<file path="src/sis_cfg.svh">
`ifndef SIS_CFG_SVH
`define SIS_CFG_SVH
// clock rate and timing
`define SIS_CLK_MHZ    10
`define SIS_ARB_NS     2400
`define SIS_ARB_CYC    ((`SIS_ARB_NS * `SIS_CLK_MHZ + 999) / 1000)
`define SIS_TICK_US    1000
`define SIS_TICK_CYC   (`SIS_TICK_US * `SIS_CLK_MHZ)
// register byte offsets
`define SIS_OFS_STC    8'h00
`define SIS_OFS_CTC    8'h04
`define SIS_OFS_CMD    8'h0C
`define SIS_OFS_STAT   8'h10
`define SIS_OFS_IRQ    8'h14
`define SIS_OFS_STEP   8'h18
`define SIS_OFS_STIM   8'h1C
`define SIS_OFS_CTRL1  8'h20
`define SIS_OFS_TID    8'h24
// reset values
`define SIS_RST_STIM   8'hFF
`define SIS_RST_CTRL1  8'h07
// command codes, bit 7 of the written byte is the dma flag
`define SIS_DMA_BIT    7
`define SIS_C_NOP      7'h00
`define SIS_C_ITX      7'h10
`define SIS_C_CC       7'h11
`define SIS_C_MACC     7'h12
`define SIS_C_PAD      7'h18
`define SIS_C_SATN     7'h1A
`define SIS_C_RATN     7'h1B
`define SIS_C_SEL      7'h41
`define SIS_C_SATN1    7'h42
`define SIS_C_STOP     7'h43
`define SIS_C_ENSEL    7'h44
`define SIS_C_DISSEL   7'h45
`define SIS_C_SATN3    7'h46
// bus phases as {msg, cd, io}
`define SIS_PH_CMD     3'h2
`define SIS_PH_STAT    3'h3
`define SIS_PH_MSGO    3'h6
`define SIS_PH_MSGI    3'h7
`define SIS_PH_IO      0
// interrupt status bits
`define SIS_IRQ_W      6
`define SIS_I_SUCC     0
`define SIS_I_SVC      1
`define SIS_I_DISC     2
`define SIS_I_INV      3
`define SIS_I_SELD     4
`define SIS_I_TMO      5
// axi responses
`define SIS_RESP_OK    2'h0
`define SIS_RESP_DEC   2'h3
`endif

</file>
<file path="src/sis_pkg.sv">
`default_nettype none
package sis_pkg;
	typedef enum logic [3:0] {
		ST_IDLE, ST_ARB, ST_SEL, ST_MSGO, ST_CMDP, ST_XFER,
		ST_CCST, ST_CCMS, ST_WREQ, ST_RESEL
	} sis_state_t;
	typedef enum logic [1:0] {SK_NOATN, SK_ATN1, SK_STOP, SK_ATN3} sis_kind_t;
	typedef enum logic [1:0] {HS_IDLE, HS_WREQ, HS_WNREQ, HS_HELD} sis_hs_t;
	typedef struct packed {
		logic       bsy;
		logic       sel;
		logic       req;
		logic [2:0] phase;
		logic [7:0] data;
	} sis_bus_in_t;
	typedef struct packed {
		logic       bsy;
		logic       sel;
		logic       atn;
		logic       ack;
		logic       data_oe;
		logic [7:0] data;
	} sis_bus_out_t;
endpackage
`default_nettype wire

</file>
<file path="src/sis_handshake.sv">
`default_nettype none
module sis_handshake
	import sis_pkg::*;
(
	// clock and reset
	input  wire logic       clk,
	input  wire logic       srst,
	// control from the sequencer
	input  wire logic       start,
	input  wire logic       hold,
	input  wire logic       release_ack,
	input  wire logic       abort,
	// bus side
	input  wire logic       req,
	input  wire logic [7:0] bus_data,
	// results
	output logic            ack,
	output logic            done,
	output logic [7:0]      rx_byte
);
	sis_hs_t hs;

	// one req/ack byte; ack may be left high after the byte for the host to inspect
	always_ff @(posedge clk) begin
		if (srst || abort) begin
			hs <= HS_IDLE;
			ack <= 1'b0;
			done <= 1'b0;
			rx_byte <= 8'h00;
		end else begin
			done <= 1'b0;
			unique case (hs)
				HS_IDLE: if (start) hs <= HS_WREQ;
				HS_WREQ: if (req) begin
					rx_byte <= bus_data;
					ack <= 1'b1;
					hs <= HS_WNREQ;
				end
				HS_WNREQ: if (!req) begin
					done <= 1'b1;
					if (hold) begin
						hs <= HS_HELD;
					end else begin
						ack <= 1'b0;
						hs <= HS_IDLE;
					end
				end
				HS_HELD: if (release_ack) begin
					ack <= 1'b0;
					hs <= HS_IDLE;
				end
			endcase
		end
	end
endmodule
`default_nettype wire

</file>
<file path="src/sis_top.sv">
// Decided for this implementation: the AXI4-Lite slave port.
`include "sis_cfg.svh"
`default_nettype none
module sis_top
	import sis_pkg::*;
#(
	parameter int unsigned TICK_CYC = `SIS_TICK_CYC
) (
	// clock and reset
	input  wire logic        clk,
	input  wire logic        srst,
	// axi4-lite write
	input  wire logic [7:0]  s_axi_awaddr,
	input  wire logic        s_axi_awvalid,
	output logic             s_axi_awready,
	input  wire logic [31:0] s_axi_wdata,
	input  wire logic [3:0]  s_axi_wstrb,
	input  wire logic        s_axi_wvalid,
	output logic             s_axi_wready,
	output logic [1:0]       s_axi_bresp,
	output logic             s_axi_bvalid,
	input  wire logic        s_axi_bready,
	// axi4-lite read
	input  wire logic [7:0]  s_axi_araddr,
	input  wire logic        s_axi_arvalid,
	output logic             s_axi_arready,
	output logic [31:0]      s_axi_rdata,
	output logic [1:0]       s_axi_rresp,
	output logic             s_axi_rvalid,
	input  wire logic        s_axi_rready,
	// scsi bus
	input  wire sis_bus_in_t bus_in,
	output sis_bus_out_t     bus_out,
	// outgoing byte source
	input  wire logic [7:0]  tx_data,
	input  wire logic        tx_valid,
	output logic             tx_ready,
	// received bytes
	output logic [7:0]       rx_data,
	output logic             rx_valid
);
	////////////////////////////////////////////////////////////////////////////
	sis_state_t             st;
	sis_kind_t              kind;
	logic [15:0]            start_count_reg;
	logic [15:0]            ctc;
	logic [7:0]             selection_timeout_reg;
	logic [7:0]             control_one_reg;
	logic [7:0]             target_id_reg;
	logic [7:0]             sequence_step_state;
	logic [`SIS_IRQ_W-1:0]  irq_stat;
	logic [`SIS_IRQ_W-1:0]  irq_set;
	logic [`SIS_IRQ_W-1:0]  irq_clr;
	logic [7:0]             q0;
	logic [7:0]             q1;
	logic [1:0]             q_cnt;
	logic                   q_push;
	logic                   cmd_take;
	logic                   cmd_bad;
	logic                   dma;
	logic                   pad;
	logic                   atn;
	logic                   connected;
	logic                   resel_en;
	logic                   byte_act;
	logic                   byte_out;
	logic                   hold_b;
	logic [1:0]             msg_left;
	logic [2:0]             xphase;
	logic [7:0]             arb_cnt;
	logic [31:0]            tick_div;
	logic [7:0]             tick_cnt;
	logic                   hs_go;
	logic                   hs_rel;
	logic                   hs_abort;
	logic                   hs_ack;
	logic                   hs_done;
	logic [7:0]             hs_rx;
	logic                   disc;
	logic                   sel_me;
	logic                   want;
	logic                   last_b;
	logic [6:0]             op;
	logic [31:0]            rd_mux;
	logic                   rd_hit;

	////////////////////////////////////////////////////////////////////////////
	// byte handshake engine shared by every phase
	sis_handshake u_hs (
		.clk         (clk),
		.srst        (srst),
		.start       (hs_go),
		.hold        (hold_b),
		.release_ack (hs_rel),
		.abort       (hs_abort),
		.req         (bus_in.req),
		.bus_data    (bus_in.data),
		.ack         (hs_ack),
		.done        (hs_done),
		.rx_byte     (hs_rx)
	);

	////////////////////////////////////////////////////////////////////////////
	// command decode and bus condition terms
	always_comb begin
		op = q0[6:0];
		disc = connected && !bus_in.bsy;
		sel_me = bus_in.sel && !bus_in.bsy && bus_in.data[control_one_reg[2:0]];
		want = bus_in.req && !byte_act;
		last_b = dma && (ctc == 16'h0001);
		cmd_take = (st == ST_IDLE) && (q_cnt != 2'h0) && !disc
			&& !(sel_me && resel_en && !connected);
		cmd_bad = 1'b1;
		if (op == `SIS_C_NOP) begin
			cmd_bad = 1'b0;
		end else if (op inside {`SIS_C_SEL, `SIS_C_SATN1, `SIS_C_STOP,
			`SIS_C_ENSEL, `SIS_C_DISSEL, `SIS_C_SATN3}) begin
			cmd_bad = connected;
		end else if (op inside {`SIS_C_ITX, `SIS_C_CC, `SIS_C_MACC,
			`SIS_C_PAD, `SIS_C_SATN, `SIS_C_RATN}) begin
			cmd_bad = !connected;
		end
	end

	////////////////////////////////////////////////////////////////////////////
	// two-entry command queue; held empty while being selected by the bus
	assign q_push = s_axi_awready && (s_axi_awaddr == `SIS_OFS_CMD) && s_axi_wstrb[0];
	always_ff @(posedge clk) begin
		if (srst || st == ST_RESEL || (cmd_take && cmd_bad)) begin
			q_cnt <= 2'h0;
			q0 <= 8'h00;
			q1 <= 8'h00;
		end else if (q_push && q_cnt != 2'h2 && !cmd_take) begin
			if (q_cnt == 2'h0)
				q0 <= s_axi_wdata[7:0];
			else
				q1 <= s_axi_wdata[7:0];
			q_cnt <= q_cnt + 2'h1;
		end else if (q_push && cmd_take) begin
			q0 <= (q_cnt == 2'h1) ? s_axi_wdata[7:0] : q1;
			q1 <= s_axi_wdata[7:0];
		end else if (cmd_take) begin
			q0 <= q1;
			q_cnt <= q_cnt - 2'h1;
		end
	end

	////////////////////////////////////////////////////////////////////////////
	// sequencer
	always_ff @(posedge clk) begin
		if (srst) begin
			st <= ST_IDLE;
			kind <= SK_NOATN;
			ctc <= 16'h0000;
			sequence_step_state <= 8'h00;
			dma <= 1'b0;
			pad <= 1'b0;
			atn <= 1'b0;
			connected <= 1'b0;
			resel_en <= 1'b0;
			byte_act <= 1'b0;
			byte_out <= 1'b0;
			hold_b <= 1'b0;
			msg_left <= 2'h0;
			xphase <= 3'h0;
			arb_cnt <= 8'h00;
			tick_div <= 32'h0000_0000;
			tick_cnt <= 8'h00;
			hs_go <= 1'b0;
			hs_rel <= 1'b0;
			hs_abort <= 1'b0;
			irq_set <= '0;
			bus_out <= '0;
			tx_ready <= 1'b0;
			rx_data <= 8'h00;
			rx_valid <= 1'b0;
		end else begin
			hs_go <= 1'b0;
			hs_rel <= 1'b0;
			hs_abort <= 1'b0;
			irq_set <= '0;
			tx_ready <= 1'b0;
			rx_valid <= 1'b0;
			bus_out.ack <= hs_ack;
			bus_out.atn <= atn;
			// every finished byte: count it when dma is set and pass received data on
			if (hs_done) begin
				byte_act <= 1'b0;
				if (dma && ctc != 16'h0000)
					ctc <= ctc - 16'h0001;
				if (!byte_out) begin
					rx_data <= hs_rx;
					rx_valid <= 1'b1;
				end
			end
			// next byte is started only on req with the phase already checked
			if (disc) begin
				connected <= 1'b0;
				resel_en <= 1'b0;
				atn <= 1'b0;
				hs_abort <= 1'b1;
				byte_act <= 1'b0;
				bus_out.data_oe <= 1'b0;
				irq_set[`SIS_I_DISC] <= 1'b1;
				st <= ST_IDLE;
			end else begin
				unique case (st)
					ST_IDLE: begin
						if (sel_me && resel_en && !connected) begin
							bus_out.bsy <= 1'b1;
							st <= ST_RESEL;
						end else if (cmd_take && cmd_bad) begin
							irq_set[`SIS_I_INV] <= 1'b1;
						end else if (cmd_take) begin
							dma <= q0[`SIS_DMA_BIT];
							if (q0[`SIS_DMA_BIT])
								ctc <= start_count_reg;
							pad <= (op == `SIS_C_PAD);
							xphase <= bus_in.phase;
							unique case (op)
								`SIS_C_SEL: begin
									kind <= SK_NOATN;
									st <= ST_ARB;
								end
								`SIS_C_SATN1: begin
									kind <= SK_ATN1;
									msg_left <= 2'h1;
									st <= ST_ARB;
								end
								`SIS_C_STOP: begin
									kind <= SK_STOP;
									msg_left <= 2'h1;
									st <= ST_ARB;
								end
								`SIS_C_SATN3: begin
									kind <= SK_ATN3;
									msg_left <= 2'h3;
									st <= ST_ARB;
								end
								`SIS_C_ENSEL: resel_en <= 1'b1;
								`SIS_C_DISSEL: begin
									resel_en <= 1'b0;
									irq_set[`SIS_I_SUCC] <= 1'b1;
								end
								`SIS_C_ITX, `SIS_C_PAD: st <= ST_XFER;
								`SIS_C_CC: st <= ST_CCST;
								`SIS_C_MACC: begin
									hs_rel <= 1'b1;
									st <= ST_WREQ;
								end
								`SIS_C_SATN: atn <= 1'b1;
								`SIS_C_RATN: atn <= 1'b0;
								default: ;
							endcase
						end
					end
					// bus free, then own id for the arbitration delay
					ST_ARB: begin
						if (!bus_out.bsy) begin
							if (!bus_in.bsy && !bus_in.sel) begin
								bus_out.bsy <= 1'b1;
								bus_out.data_oe <= 1'b1;
								bus_out.data <= 8'h01 << control_one_reg[2:0];
								arb_cnt <= 8'h00;
								sequence_step_state <= 8'h00;        // selects only
							end
						end else if (arb_cnt != 8'(`SIS_ARB_CYC)) begin
							arb_cnt <= arb_cnt + 8'h01;
						end else begin
							bus_out.sel <= 1'b1;
							bus_out.data <= bus_out.data | (8'h01 << target_id_reg[2:0]);
							atn <= (kind != SK_NOATN);
							sequence_step_state <= 8'h01;
							tick_div <= 32'h0000_0000;
							tick_cnt <= 8'h00;
							st <= ST_SEL;
						end
					end
					// wait for the target's busy or time out
					ST_SEL: begin
						bus_out.bsy <= 1'b0;
						if (bus_in.bsy) begin
							bus_out.sel <= 1'b0;
							bus_out.data_oe <= 1'b0;
							connected <= 1'b1;
							sequence_step_state <= 8'h02;
							st <= (kind == SK_NOATN) ? ST_CMDP : ST_MSGO;
						end else if (tick_cnt == selection_timeout_reg) begin
							bus_out.sel <= 1'b0;
							bus_out.data_oe <= 1'b0;
							atn <= 1'b0;
							irq_set[`SIS_I_DISC] <= 1'b1;
							irq_set[`SIS_I_TMO] <= 1'b1;
							st <= ST_IDLE;
						end else if (tick_div == TICK_CYC - 1) begin
							tick_div <= 32'h0000_0000;
							tick_cnt <= tick_cnt + 8'h01;
						end else begin
							tick_div <= tick_div + 32'h0000_0001;
						end
					end
					// identify and further message bytes; atn drops for the last one unless stopping
					ST_MSGO: begin
						if (hs_done && msg_left == 2'h1) begin
							sequence_step_state <= 8'h03;
							if (kind == SK_STOP) begin
								irq_set[`SIS_I_SUCC] <= 1'b1;
								st <= ST_IDLE;
							end else begin
								st <= ST_CMDP;
							end
						end else if (hs_done) begin
							msg_left <= msg_left - 2'h1;
						end else if (want && bus_in.phase != `SIS_PH_MSGO) begin
							irq_set[`SIS_I_SVC] <= 1'b1;
							bus_out.data_oe <= 1'b0;
							st <= ST_IDLE;
						end else if (want && tx_valid) begin
							if (msg_left == 2'h1 && kind != SK_STOP)
								atn <= 1'b0;
							byte_act <= 1'b1;
							byte_out <= 1'b1;
							hold_b <= 1'b0;
							hs_go <= 1'b1;
							tx_ready <= 1'b1;
							bus_out.data_oe <= 1'b1;
							bus_out.data <= tx_data;
						end
					end
					// command descriptor block until the target leaves the phase
					ST_CMDP: begin
						if (want && bus_in.phase != `SIS_PH_CMD) begin
							bus_out.data_oe <= 1'b0;
							st <= ST_IDLE;
							if (sequence_step_state == 8'h04 && (!dma || ctc == 16'h0000)) begin
								irq_set[`SIS_I_SUCC] <= 1'b1;
								irq_set[`SIS_I_SVC] <= (kind != SK_NOATN);
							end else begin
								irq_set[`SIS_I_SVC] <= 1'b1;
							end
						end else if (want && tx_valid && !(dma && ctc == 16'h0000)) begin
							sequence_step_state <= 8'h04;
							byte_act <= 1'b1;
							byte_out <= 1'b1;
							hold_b <= 1'b0;
							hs_go <= 1'b1;
							tx_ready <= 1'b1;
							bus_out.data_oe <= 1'b1;
							bus_out.data <= tx_data;
						end
					end
					// information transfer or null padding, ended by the count
					ST_XFER: begin
						if (hs_done && dma && ctc == 16'h0001) begin
							if (hold_b) begin
								irq_set[`SIS_I_SUCC] <= 1'b1;
								st <= ST_IDLE;
							end else begin
								st <= ST_WREQ;
							end
						end else if (want && (bus_in.phase != xphase || !dma)) begin
							irq_set[`SIS_I_SVC] <= 1'b1;
							bus_out.data_oe <= 1'b0;
							st <= ST_IDLE;
						end else if (want && (pad || tx_valid || xphase[`SIS_PH_IO])) begin
							if (last_b && xphase == `SIS_PH_MSGO)
								atn <= 1'b0;
							byte_act <= 1'b1;
							byte_out <= !xphase[`SIS_PH_IO];
							hold_b <= last_b && !pad && xphase == `SIS_PH_MSGI;
							hs_go <= 1'b1;
							tx_ready <= !pad && !xphase[`SIS_PH_IO];
							bus_out.data_oe <= !xphase[`SIS_PH_IO];
							bus_out.data <= pad ? 8'h00 : tx_data;
						end
					end
					// completion steps: status byte, then message byte kept
					ST_CCST: begin
						if (hs_done) begin
							st <= ST_CCMS;
						end else if (want && bus_in.phase != `SIS_PH_STAT) begin
							irq_set[`SIS_I_SVC] <= 1'b1;
							st <= ST_IDLE;
						end else if (want) begin
							byte_act <= 1'b1;
							byte_out <= 1'b0;
							hold_b <= 1'b0;
							hs_go <= 1'b1;
							bus_out.data_oe <= 1'b0;
						end
					end
					ST_CCMS: begin
						if (hs_done) begin
							irq_set[`SIS_I_SUCC] <= 1'b1;
							st <= ST_IDLE;
						end else if (want && bus_in.phase != `SIS_PH_MSGI) begin
							irq_set[`SIS_I_SVC] <= 1'b1;
							st <= ST_IDLE;
						end else if (want) begin
							byte_act <= 1'b1;
							byte_out <= 1'b0;
							hold_b <= 1'b1;
							hs_go <= 1'b1;
						end
					end
					// ack released: report once the target asks again
					ST_WREQ: begin
						if (bus_in.req && !hs_ack) begin
							irq_set[`SIS_I_SVC] <= 1'b1;
							bus_out.data_oe <= 1'b0;
							st <= ST_IDLE;
						end
					end
					// answering a bus-initiated selection
					ST_RESEL: begin
						if (!bus_in.sel) begin
							bus_out.bsy <= 1'b0;
							connected <= 1'b1;
							irq_set[`SIS_I_SELD] <= 1'b1;
							st <= ST_IDLE;
						end
					end
					default: st <= ST_IDLE;
				endcase
			end
		end
	end

	////////////////////////////////////////////////////////////////////////////
	// interrupt status, write one to clear; a new event beats the clear
	assign irq_clr = (s_axi_awready && s_axi_awaddr == `SIS_OFS_IRQ && s_axi_wstrb[0])
		? s_axi_wdata[`SIS_IRQ_W-1:0] : '0;
	always_ff @(posedge clk) begin
		if (srst)
			irq_stat <= '0;
		else
			irq_stat <= (irq_stat & ~irq_clr) | irq_set;
	end

	////////////////////////////////////////////////////////////////////////////
	// axi write: address and data taken together, response the cycle after
	always_ff @(posedge clk) begin
		if (srst) begin
			s_axi_awready <= 1'b0;
			s_axi_wready <= 1'b0;
			s_axi_bvalid <= 1'b0;
			s_axi_bresp <= `SIS_RESP_OK;
			start_count_reg <= 16'h0000;
			selection_timeout_reg <= `SIS_RST_STIM;
			control_one_reg <= `SIS_RST_CTRL1;
			target_id_reg <= 8'h00;
		end else begin
			s_axi_awready <= 1'b0;
			s_axi_wready <= 1'b0;
			if (s_axi_bvalid && s_axi_bready)
				s_axi_bvalid <= 1'b0;
			if (!s_axi_bvalid && !s_axi_awready && s_axi_awvalid && s_axi_wvalid) begin
				s_axi_awready <= 1'b1;
				s_axi_wready <= 1'b1;
			end
			if (s_axi_awready) begin
				s_axi_bvalid <= 1'b1;
				s_axi_bresp <= `SIS_RESP_OK;
				unique case (s_axi_awaddr)
					`SIS_OFS_STC: begin
						if (s_axi_wstrb[0])
							start_count_reg[7:0] <= s_axi_wdata[7:0];
						if (s_axi_wstrb[1])
							start_count_reg[15:8] <= s_axi_wdata[15:8];
					end
					`SIS_OFS_STIM: if (s_axi_wstrb[0]) selection_timeout_reg <= s_axi_wdata[7:0];
					`SIS_OFS_CTRL1: if (s_axi_wstrb[0]) control_one_reg <= s_axi_wdata[7:0];
					`SIS_OFS_TID: if (s_axi_wstrb[0]) target_id_reg <= s_axi_wdata[7:0];
					`SIS_OFS_CTC, `SIS_OFS_CMD, `SIS_OFS_STAT, `SIS_OFS_IRQ,
					`SIS_OFS_STEP: ;
					default: s_axi_bresp <= `SIS_RESP_DEC;
				endcase
			end
		end
	end

	////////////////////////////////////////////////////////////////////////////
	// axi read
	always_comb begin
		rd_mux = 32'h0000_0000;
		rd_hit = 1'b1;
		unique case (s_axi_araddr)
			`SIS_OFS_STC: rd_mux[15:0] = start_count_reg;
			`SIS_OFS_CTC: rd_mux[15:0] = ctc;
			`SIS_OFS_CMD: rd_mux[7:0] = q0;
			`SIS_OFS_STAT: rd_mux[7:0] = {resel_en, connected, atn, bus_in.req, 1'b0,
				bus_in.phase};
			`SIS_OFS_IRQ: rd_mux[`SIS_IRQ_W-1:0] = irq_stat;
			`SIS_OFS_STEP: rd_mux[7:0] = sequence_step_state;
			`SIS_OFS_STIM: rd_mux[7:0] = selection_timeout_reg;
			`SIS_OFS_CTRL1: rd_mux[7:0] = control_one_reg;
			`SIS_OFS_TID: rd_mux[7:0] = target_id_reg;
			default: rd_hit = 1'b0;
		endcase
	end
	always_ff @(posedge clk) begin
		if (srst) begin
			s_axi_arready <= 1'b0;
			s_axi_rvalid <= 1'b0;
			s_axi_rdata <= 32'h0000_0000;
			s_axi_rresp <= `SIS_RESP_OK;
		end else begin
			s_axi_arready <= 1'b0;
			if (s_axi_rvalid && s_axi_rready)
				s_axi_rvalid <= 1'b0;
			if (!s_axi_rvalid && !s_axi_arready && s_axi_arvalid)
				s_axi_arready <= 1'b1;
			if (s_axi_arready) begin
				s_axi_rvalid <= 1'b1;
				s_axi_rdata <= rd_mux;
				s_axi_rresp <= rd_hit ? `SIS_RESP_OK : `SIS_RESP_DEC;
			end
		end
	end
endmodule
`default_nettype wire

</file>
<file path="config.mk">
export PLATFORM = sky130hd
export DESIGN_NAME = sis_top
export DESIGN_NICKNAME = d
export VERILOG_FILES = /design/src/sis_pkg.sv /design/src/sis_handshake.sv /design/src/sis_top.sv
export VERILOG_INCLUDE_DIRS = /design/src /design/src/src
export SDC_FILE = /design/constraint.sdc
export NUM_CORES = 1
export LEC_CHECK = 0
export BUFFER_PORTS_ARGS = -buffer_cell sky130_fd_sc_hd__buf_2
export CORE_MARGIN = 2
export CORE_UTILIZATION = 55
export DETAILED_ROUTE_END_ITERATION = 10
export PLACE_DENSITY = 0.79
export SLEW_MARGIN = 10
export SYNTH_ARGS = -nofsm -noshare
export SYNTH_HDL_FRONTEND = slang
export SYNTH_SLANG_ARGS = --single-unit
</file>
<file path="constraint.sdc">
create_clock -name clk -period 6.2 [get_ports clk]
set_input_delay 1.24 -clock clk [delete_from_list [all_inputs] [get_ports clk]]
set_output_delay 1.24 -clock clk [all_outputs]
set_load 0.01 [all_outputs]
</file>
# == Word-level counts from Yosys, hierarchy flattened ==
# Index checks and enable logic that the tools add are counted.
# totals
input_bits,82
wordCells,586
ff_bits,223
# classes
n_reduce_logical,140
bitwise,13
shift,2
add_sub_neg,7
order_cmp,1
n_eq_ne,117
mux,253
# ops
cell,count
$mux 8,28
$mux 32,5
$mux 1,137
$mux 16,8
$ne 2x2->1 const B,42
$mux 4,20
$eq 8x5->1 const B,8
$pmux 32 s2,1
$pmux 8 s4,2
$mux 9,7
$pmux 6 s9,1
$logic_and 1x1->1,46
$eq 7x5->1 const B,6
$eq 7x7->1 const B,6
$pmux 4 s10,1
$ne 3x3->1 const B,12
$add 32x1->32 const B,1
$eq 32x14->1 const B,1
$eq 8x6->1 const B,4
$mux 2,16
$pmux 8 s2,2
$pmux 1 s5,6
$reduce_and 14->1,2
$eq 8x3->1 const B,3
69 further kinds,168

# == Longest topological paths before layout ==
# Gate-level depths: netlist of run 1.
# logic_depth
depth_word,12
depth_mapped,11
depth_no_buf,9

# == Cells and area by module ==
# Synthesis of run 1 repeated with hierarchy kept, for this count alone.
# unflattened
hier_cells,1415
area_unflattened_um2,11523.6
# by_module_without_submodules
mod,area_each_um2,seq_area_each_um2,n_inst,cells_each
sis_top,11030.6,4083.9,1,1369
sis_handshake,493.0,240.2,1,46

# == Worst setup path after synthesis of run 1 ==
# Ideal clock, no wire load.
# synth_path
kind,in2reg
start,input bus_in[10] in the netlist's numbering
end,register byte_out
required_ps,6105
setup_time_ps,95
setup_slack_ps,3014
path_stages,8
t_arrival_ps,3091
cell_sequence,clkbuf_1 -> xnor2_1 -> nand4_1 -> o31ai_1 -> nand3_1 -> or3_1 -> or3_1 -> a221oi_1
# synth_via
elab_chain_len,5
word_cells_on_any_way,17
classes_between,eq/ne: 10; reduce/logical: 7
# synth_rtl
element,line,text
start: declaration,sis_top.sv:32,"input wire sis_bus_in_t bus_in,"
$ne 3x3->1,sis_top.sv:361,end else if (want && (bus_in.phase != xphase || !dma)) begin
$logic_or 1x1->1,sis_top.sv:361,
$logic_and 1x1->1,sis_top.sv:361,
$ne 2x2->1 (no line),--,
$reduce_and 15->1 (no line) *,--,
end signal: assignment,sis_top.sv:369,byte_out <= !xphase[`SIS_PH_IO];
end: declaration,sis_top.sv:66,logic byte_out;
# Every way passes the cells marked *; elsewhere a longest branch is shown, timed or not.
# A chain may end at the register's enable or synchronous reset.

# == Final worst setup path of run 1 ==
# layout_path
start,input bus_in[13] in the netlist's numbering
end,register tick_div[15]
# layout_via
elab_chain_len,4
word_cells_on_any_way,5
classes_between,eq/ne: 1; bitwise: 1; reduce/logical: 3
# layout_rtl
element,line,text
$logic_not 1->1,sis_top.sv:107,disc = connected && !bus_in.bsy;
$logic_and 1x1->1,sis_top.sv:107,
$not 1->1 (no line),--,
$reduce_and 6->1 (no line) *,--,
end signal: assignment,sis_top.sv:299,tick_div <= tick_div + 32'h0000_0001;
end: declaration,sis_top.sv:71,logic [31:0] tick_div;
# Marks and branches as above.

==> flow_metrics.tcl, run 1 <==
set metrics [dict create \
    ys_async_sr_fraction_pct 0 \
    synth_edf_count 0 \
    arrival_ns 3.94 \
    yosys_register_bits 216 \
    grt_setup_unrepaired "false" \
    fin_util_pct 61.65 \
    ys_seq_area_share_pct 37.28 \
    min_period_ns 3.494 \
    cellLeakagePower_nw 4.940 \
    via_per_inst 6.127 \
    crit_fanout 31 \
    ir_worst_vdd_mv 0.2357 \
    numCtsBuffers 23 \
    grt_pass1_wl_um 50920 \
    drt_iter0_drc 1071 \
    totalWireLength_um 31710 \
    synthCells 1435 \
    netlist_area_mm2 0.01160 \
    drc 0 \
    slowest_delay_ns 0.70 \
    cts_setup_buffers 0 \
    max_freq_ghz 0.2862 \
    slowest_stage "nand2b_1" \
    top_register "tick_div" \
    ys.warnings.count 0 \
    grt_pass1_vias 10090 \
    cts_max_path_buffers 3 \
    setup_viol 0 \
    crit_chain "buf_2 -> nand2b_1 -> o21a_1 -> o2111a_1 -> a21oi_2 -> buf_4 -> or3_1 -> or4b_1 -> a21oi_1" \
    critPathBufInv 2 \
    cts-resized-gates 0 \
    finalHoldViolCount 0 \
    layout-drive-gt1-share_pct 12.94 \
    diodes 0 \
    drv_slew 0 \
    wl_per_cell_um 17.79 \
    final_common_cell "nor2_1" \
    vias 10920 \
    overflow 0 \
    grt_antenna_before_repair 0 \
    yosys_most_used_dff "dfxtp_1" \
    io_pins 146 \
    drt_pass1_iterations 5 \
    cts_tree "done" \
    postCtsHoldBufs 0 \
    synth.distinct_cells 87 \
    hpwl_um 22690 \
    power_density_mw_per_mm2 327.6 \
    worst_pin_slew_ns 1.263 \
    skew_ns 0.01514 \
    start_kind "primary input" \
    rows 53 \
    nNetsFinal 1585 \
    core_mm2 0.02089 \
    crit_type "in -> reg" \
    ant_nets 0 \
    clk_latency_ns 0.53 \
    avgSynthCellArea_um2 8.083 \
    die-area_mm2 0.02227 \
    crit_required_ns 6.65 \
    die_h_um 149.2 \
    fin_crit_sh_pct 56.35 \
    fp.dieW_um 149.2 \
    root_buffer "clkbuf_16" \
    end_kind "register" \
    gp_congestion 0.9518 \
    io_buffers 111 \
    hp-class "reg -> reg" \
    largest_register_ffs 32 \
    status "finished clean" \
    path_clk_slew_ns 0.06 \
    ff2ff_setup_slack_ns 2.76 \
    grt_max_degree 85 \
    cts.htree.levels 1 \
    crit_family "simple AND/OR/NAND/NOR gates" \
    final_cell_mix "nor2_1, dfxtp_1, a21oi_1, nand2_1, buf_2" \
    slew_headroom_pct 15.04 \
    start_util_pct 55.53 \
    fin_tns_setup_ns 0 \
    clock-sinks 216 \
    grt_usage_pct 27.88 \
    syn2layout_area_growth_pct 11.04 \
    cap_violations 0 \
]
[cell usage after synthesis (4+ instances only)]
cell type,n,share of area (%)
a211o_1,12,0.91
a211oi_1,32,2.1
a211oi_2,8,0.86
a21oi_1,112,4.8
a22oi_1,20,1.3
a311oi_1,6,0.45
a31oi_1,13,0.70
and2_1,7,0.38
and3_1,18,0.97
buf_1,5,0.16
buf_2,12,0.52
buf_4,20,1.3
clkbuf_1,61,2.0
dfxtp_1,216,37
ha_1,10,1.1
inv_1,30,0.97
mux2i_1,63,5.4
nand2_1,110,3.6
nand2b_1,14,0.76
nand3_1,49,2.1
nand3b_1,6,0.39
nand4_1,21,1.1
nand4b_1,5,0.38
nor2_1,222,7.2
nor2b_1,32,1.7
nor3_1,39,1.7
nor3b_1,10,0.65
nor4_1,26,1.4
nor4b_1,13,0.98
o21a_1,5,0.32
o21ai_0,51,2.2
o221ai_1,4,0.30
o22ai_1,7,0.38
o31ai_1,5,0.32
o32ai_1,4,0.30
or2_2,4,0.22
or3_1,20,1.1
xnor2_1,49,3.7
xor2_1,16,1.2
[power breakdown]
part | internal [W] | switching [W] | leakage (nW) | total [W]
Clock | 0.000804 | 0.000572 | 0.365 | 0.00138
Sequential | 0.00150 | 0.000204 | 1.75 | 0.00171
Combinational | 0.000431 | 0.000705 | 2.83 | 0.00114
Total | 0.00274 | 0.00148 | 4.94 | 0.00422
[worst register-to-register path: stages, from the launching register on]
cell and delay, ns:
dfxtp_1 0.86, nand2b_1 0.35, nor3_2 0.53, o2111a_1 0.30
a21oi_2 0.04, buf_4 0.24, or3_1 0.40, or4b_1 0.50
a21oi_1 0.14
[metrics by stage]
step | instance area (µm²) | hold slack, ns | worst slack (ns) | total power (W) | cells
after global placement | 12140 | 0.4155 | 2.236 | 0.002818 | 1743
after floorplan | 11650 | 0.4130 | 3.014 | 0.002548 | 1450
after detailed placement | 12140 | 0.4278 | 2.209 | 0.002840 | 1743
after CTS | 12880 | 0.4435 | 2.749 | 0.004208 | 1782
final | 12880 | 0.4451 | 2.706 | 0.004220 | 1782
after global routing | 12880 | 0.4621 | 2.580 | 0.004425 | 1782
[metal layers]
metal | GRT usage, % | wire [µm]
met3 | 5.046 | 2543
met5 | 0 | 0
met1 | 37.71 | 13800
met4 | 9.190 | 945
met2 | 45.12 | 14420
[worst paths after layout]
| check | startpoint | endpoint | cells past startpoint |
|---|---|---|---|
| worst max-delay path | bus_in[13] | tick_div[15]$_SDFFE_PP0P_ | 9 |
| worst min register to register | irq_set[2]$_SDFF_PP0_ | irq_stat[2]$_SDFF_PP0_ | 2 |
| worst min-delay path | irq_set[2]$_SDFF_PP0_ | irq_stat[2]$_SDFF_PP0_ | 2 |
| worst max register to register | st[1]$_SDFFE_PP0P_ | tick_div[15]$_SDFFE_PP0P_ | 8 |
[cell families after synthesis]
kind of cell	synth area share (%)
and+or+nand+nor	27.36
DFF	37.28
other	0.03233
muxes	5.534
AOI/OAI and AO/OA	18.51
adders and majority gates	1.165
buffers and inverters	5.210
xor gates and xnor gates	4.908
[final cells by class]
type                    instances  area (µm²)
clock buffers                  31       635.6
fillers                      1855        8010
flip-flops and latches        216        4324
repair buffers                119       618.1
inverters                      30       112.6
clock inverters                 8       107.6
well taps                     275       344.1
multi-input cells            1103        6736
No activity file was read; power rests on OpenSTA's default activity.
==> run 2, diff against run 1 <==
Clock period 6.2 ns to 3.48 ns, I/O delays scaled along.
==> flow_metrics.tcl, run 2 (synthesis results as in run 1) <==
set metrics [dict create \
    cts_tree "done" \
    via_per_inst 6.053 \
    grt_setup_unrepaired "false" \
    wl_per_cell_um 17.92 \
    slowest_stage "or4_4" \
    drc 0 \
    hp-class "in -> reg" \
    start_kind "register" \
    nNetsFinal 1608 \
    drv_slew 0 \
    setup_viol 0 \
    finalHoldViolCount 0 \
    clk_latency_ns 0.52 \
    cts_setup_buffers 0 \
    placed_area_mm2 0.01230 \
    root_buffer "clkbuf_16" \
    fin_tns_setup_ns 0 \
    rows 53 \
    crit_fanout 13 \
    grt_antenna_before_repair 0 \
    critPathBufInv 0 \
    seqCellArea_mm2 0.004324 \
    cts-resized-gates 0 \
    arrival_ns 3.49 \
    postCtsHoldBufs 0 \
    gp_congestion 0.9509 \
    die_h_um 149.2 \
    r2r_cells 7 \
    numCtsBuffers 24 \
    fin_util_pct 62.81 \
    syn2layout_area_growth_pct 13.12 \
    cp.depth 7 \
    status "finished clean" \
    worst_pin_slew_ns 0.8518 \
    crit_type "reg -> reg" \
    top_register "tick_div" \
    io_buffers 111 \
    clock-sinks 216 \
    cts.htree.levels 1 \
    crit_family "simple AND/OR/NAND/NOR gates" \
    largest_register_ffs 32 \
    power.total_w 0.007779 \
    max_freq_ghz 0.3234 \
    min_path_cells 3 \
    vias 10940 \
    skew_ns 0.01571 \
    hpwl_um 23230 \
    path_clk_slew_ns 0.06 \
    crit_required_ns 3.88 \
    drt_pass1_iterations 5 \
    die-area_mm2 0.02227 \
    slew_headroom_pct 42.41 \
    fin_crit_sh_pct 88.86 \
    grt_usage_pct 28.68 \
    core_mm2 0.02089 \
    fillers 1817 \
    slowest_delay_ns 0.68 \
    grt_pass1_wl_um 52260 \
    ir_worst_vdd_mv 0.3881 \
    final_cell_mix "nor2_1, dfxtp_1, a21oi_1, nand2_1, buf_2" \
    drt_iter0_drc 908 \
    grt_max_degree 80 \
    cts_max_path_buffers 3 \
    cap_violations 0 \
    fp.dieW_um 149.2 \
    grt_pass1_vias 10110 \
    multi_input_area_mm2 0.006736 \
    finalInstanceArea_mm2 0.01312 \
    totalWireLength_um 32380 \
    crit_chain "or4_4 -> or3_4 -> a31oi_4 -> nand2_2 -> nor3_2 -> nand2_1 -> a2111oi_2" \
    cellLeakagePower_nw 5.093 \
    layout-drive-gt1-share_pct 14.49 \
    start_util_pct 55.53 \
    io_pins 146 \
    end_kind "register" \
    overflow 0 \
    ant_nets 0 \
    power_density_mw_per_mm2 592.9 \
    final_common_cell "nor2_1" \
    min_period_ns 3.092 \
    diodes 0 \
]
-- run 2: cell count changes in the layout (fill, tap and decap cells not counted), moves of 2 or more --
cell       change
buf_4         +22
clkbuf_1       -2
clkbuf_16      +2
clkinv_2       +2
-- run 2: tightest hold or removal path, cell delays in order --
cell and delay [ns]:
buf_2 0.07, mux2i_1 0.05, nor2_1 0.07
-- run 2: report_power, final --
| part | switching (W) | internal (W) |
|---|---|---|
| combinational | 0.00135 | 0.000811 |
| sequential | 0.000301 | 0.00268 |
| clock | 0.00103 | 0.00161 |
-- run 2: path summary, 6_finish.rpt --
| kind | start | end | slack, ns |
|---|---|---|---|
| worst max-delay path | st[3]$_SDFFE_PP0P_ | irq_set[0]$_SDFF_PP0_ | 0.39 |
| worst min-delay path | s_axi_wdata[14] | start_count_reg[14]$_SDFFE_PP0P_ | 0.41 |
| worst max register to register | st[3]$_SDFFE_PP0P_ | irq_set[0]$_SDFF_PP0_ | 0.39 |
| worst min register to register | irq_set[2]$_SDFF_PP0_ | irq_stat[2]$_SDFF_PP0_ | 0.44 |
-- run 2: final cells by class --
type,instances,share of cell area (%)
multi-input combinational,1103,51.34
tap,275,2.623
clock buffer,32,5.274
timing repair buffer,141,5.970
sequential,216,32.96
clock inverter,10,0.9727
inverter,30,0.8583
-- run 2: stage by stage --
step	cells	hold WS [ns]	worst slack [ns]
after floorplan	1450	0.4130	0.8377
after global placement	1765	0.4167	0.3869
after detailed placement	1765	0.4305	0.3835
after CTS	1807	0.3992	0.4403
after global routing	1807	0.4240	0.1978
final	1807	0.4082	0.3876
-- run 2: metal layers --
metal  up-vias  routed length [µm]  track usage [%]
met5         -                   0                0
met2       446               14810            45.90
met3        73                2516            4.373
met1      5134               14120            39.87
li1       5285                   -                -
met4         0                 932            9.048
==> run 3, diff against run 2 <==
Settings changed: SYNTH_HIERARCHICAL set to 1.
Clock period 3.48 ns to 3.3 ns, I/O delays scaled along.
==> flow_metrics.tcl, run 3 <==
set metrics [dict create \
    fin_tns_setup_ns 0 \
    ys_async_sr_fraction_pct 0 \
    power_density_mw_per_mm2 632.8 \
    start_util_pct 56.41 \
    vias 11010 \
    io_buffers 111 \
    crit_type "reg -> reg" \
    grt_usage_pct 29.43 \
    largest_register_ffs 32 \
    wl_per_cell_um 18.32 \
    fillers 1829 \
    via_per_inst 6.123 \
    synth_top_family_by_area "simple AND/OR/NAND/NOR gates" \
    fin_crit_sh_pct 89.51 \
    multi_input_area_mm2 0.006604 \
    layout-drive-gt1-share_pct 15.45 \
    cts_setup_buffers 0 \
    ant_nets 0 \
    synthCells 1415 \
    worst_pin_slew_ns 0.8794 \
    cts_tree "done" \
    die-area_mm2 0.02213 \
    min_period_ns 2.954 \
    path_clk_slew_ns 0.06 \
    die_h_um 148.7 \
    synth_fa_ha_area_share_pct 1.281 \
    cap_violations 0 \
    yosys.area.top_type_share_pct 37.52 \
    synth.most_common_cell "dfxtp_1" \
    synthMuxAreaShare_pct 5.624 \
    final_common_cell "dfxtp_1" \
    max_freq_ghz 0.3385 \
    yosys.area.top_type "dfxtp_1" \
    final_cell_mix "dfxtp_1, nor2_1, buf_2, nand2_1, a21oi_1" \
    ys.warnings.count 6 \
    totalWireLength_um 32940 \
    arrival_ns 3.41 \
    yosys_register_bits 216 \
    power.total_w 0.008347 \
    fp.dieW_um 148.7 \
    clk_latency_ns 0.52 \
    synth_edf_count 0 \
    end_kind "register" \
    grt_pass1_vias 10310 \
    seqCellArea_mm2 0.004324 \
    grt_setup_unrepaired "false" \
    slew_headroom_pct 41.11 \
    clock-sinks 216 \
    overflow 0 \
    hp-class "in -> reg" \
    synth.distinct_cells 91 \
    postCtsHoldBufs 0 \
    synthSimpleGateAreaFrac_pct 24.69 \
    skew_ns 0.01020 \
    gp_congestion 0.9877 \
    start_kind "register" \
    netlist_area_mm2 0.01152 \
    cts_max_path_buffers 3 \
    avgSynthCellArea_um2 8.144 \
    synth_xor_area_share_pct 4.712 \
    cts.htree.levels 1 \
    diodes 0 \
    hpwl_um 23870 \
    core_mm2 0.02043 \
    yosys_most_used_dff "dfxtp_1" \
    drv_slew 0 \
    synth_common_cells "dfxtp_1, nor2_1, nand2_1" \
    crit_fanout 7 \
    drt_iter0_drc 1014 \
    drt_pass1_iterations 5 \
    fin_cells 1798 \
    syn2layout_area_growth_pct 14.47 \
    numCtsBuffers 24 \
    rows 52 \
    grt_pass1_wl_um 53230 \
    finalHoldViolCount 0 \
    crit_required_ns 3.76 \
    synth_compound_gate_area_share_pct 20.37 \
    ys_seq_area_share_pct 37.52 \
    grt_max_degree 75 \
    drc 0 \
    nNetsFinal 1605 \
    cts-resized-gates 0 \
    status "finished clean" \
    root_buffer "clkbuf_16" \
    ir_worst_vdd_mv 0.4309 \
    whs_ns 0.3646 \
    cellLeakagePower_nw 5.001 \
    synth_top_cells_by_area "dfxtp_1, nor2_1, mux2i_1" \
    top_register "tick_div" \
    grt_antenna_before_repair 0 \
    io_pins 146 \
    placed_cells 1756 \
    setup_viol 0 \
]
run 3: cell types whose count changed in the layout (fill, tap and decap cells not counted), moves of 9 or more:
cell,change
xnor2_1,-15
nand2_1,-14
buf_4,+21
nor2b_1,-9
inv_1,+16
a21oi_1,-16
a22oi_1,+10
a211oi_1,+25
nand3_1,-18
xor2_1,+12
nor2_1,-28
nor4_1,-9
run 3: area by class of cell:
| type | instances | share of cell area, % |
|---|---|---|
| Clock inverter | 6 | 0.4932 |
| Multi-Input combinational cell | 1062 | 50.06 |
| Clock buffer | 36 | 5.663 |
| Timing Repair Buffer | 162 | 7.133 |
| Inverter | 46 | 1.309 |
| Tap cell | 270 | 2.561 |
| Sequential cell | 216 | 32.78 |
run 3: power breakdown:
group | switching (W) | internal [W]
logic | 0.00168 | 0.000956
clock network | 0.00110 | 0.00164
registers | 0.000189 | 0.00279
total | 0.00296 | 0.00539
run 3: cell families (layout without fill, tap and decap cells):
logic type / Yosys count / after routing
AO/OA/AOI/OAI: 346 / 346
XOR/XNOR: 62 / 62
adder cells (fa/ha/maj): 12 / 12
buffers and inverters: 152 / 250
flip-flops: 216 / 216
multiplexers: 64 / 64
other: 1 / 16
AND/OR/NAND/NOR: 562 / 562
run 3: metal layers:
metal | global-route usage (%) | routed length, µm | vias to the layer above
met5 | 0 | 0 | -
met4 | 9.143 | 899 | 0
met3 | 4.801 | 2426 | 62
met2 | 47.01 | 14790 | 416
met1 | 40.99 | 14820 | 5264
li1 | - | - | 5268
run 3: stage by stage:
step | area, µm² | utilization, % | worst slack [ns]
2_1_floorplan | 11580 | - | 0.4869
3_3_place_gp | 12380 | 60.60 | 0.3416
3_5_place_dp | 12380 | 60.60 | 0.1780
4_1_cts | 13190 | 64.57 | 0.3965
5_1_grt | 13190 | 64.57 | 0.2010
6_report | 13190 | 64.57 | 0.3461
run 3: path summary, 6_finish.rpt:
kind,from,endpoint,slack [ns],depth (start not counted)
setup / recovery,ctc[2]$_SDFF_PP0_,atn$_SDFFE_PP0P_,0.35,7
hold / removal,s_axi_awvalid,s_axi_wready$_SDFF_PP0_,0.36,3
setup reg to reg,ctc[2]$_SDFF_PP0_,atn$_SDFFE_PP0P_,0.35,7
hold reg to reg,irq_set[2]$_SDFF_PP0_,irq_stat[2]$_SDFF_PP0_,0.45,2
run 3: worst max-delay path: stages (launching register included):
cell     delay (ns)
dfxtp_1        0.37
or3_1          0.42
or4_1          0.61
nor3_4         0.37
a31oi_1        0.13
or4_1          0.43
or4_1          0.49
nand2_1        0.08
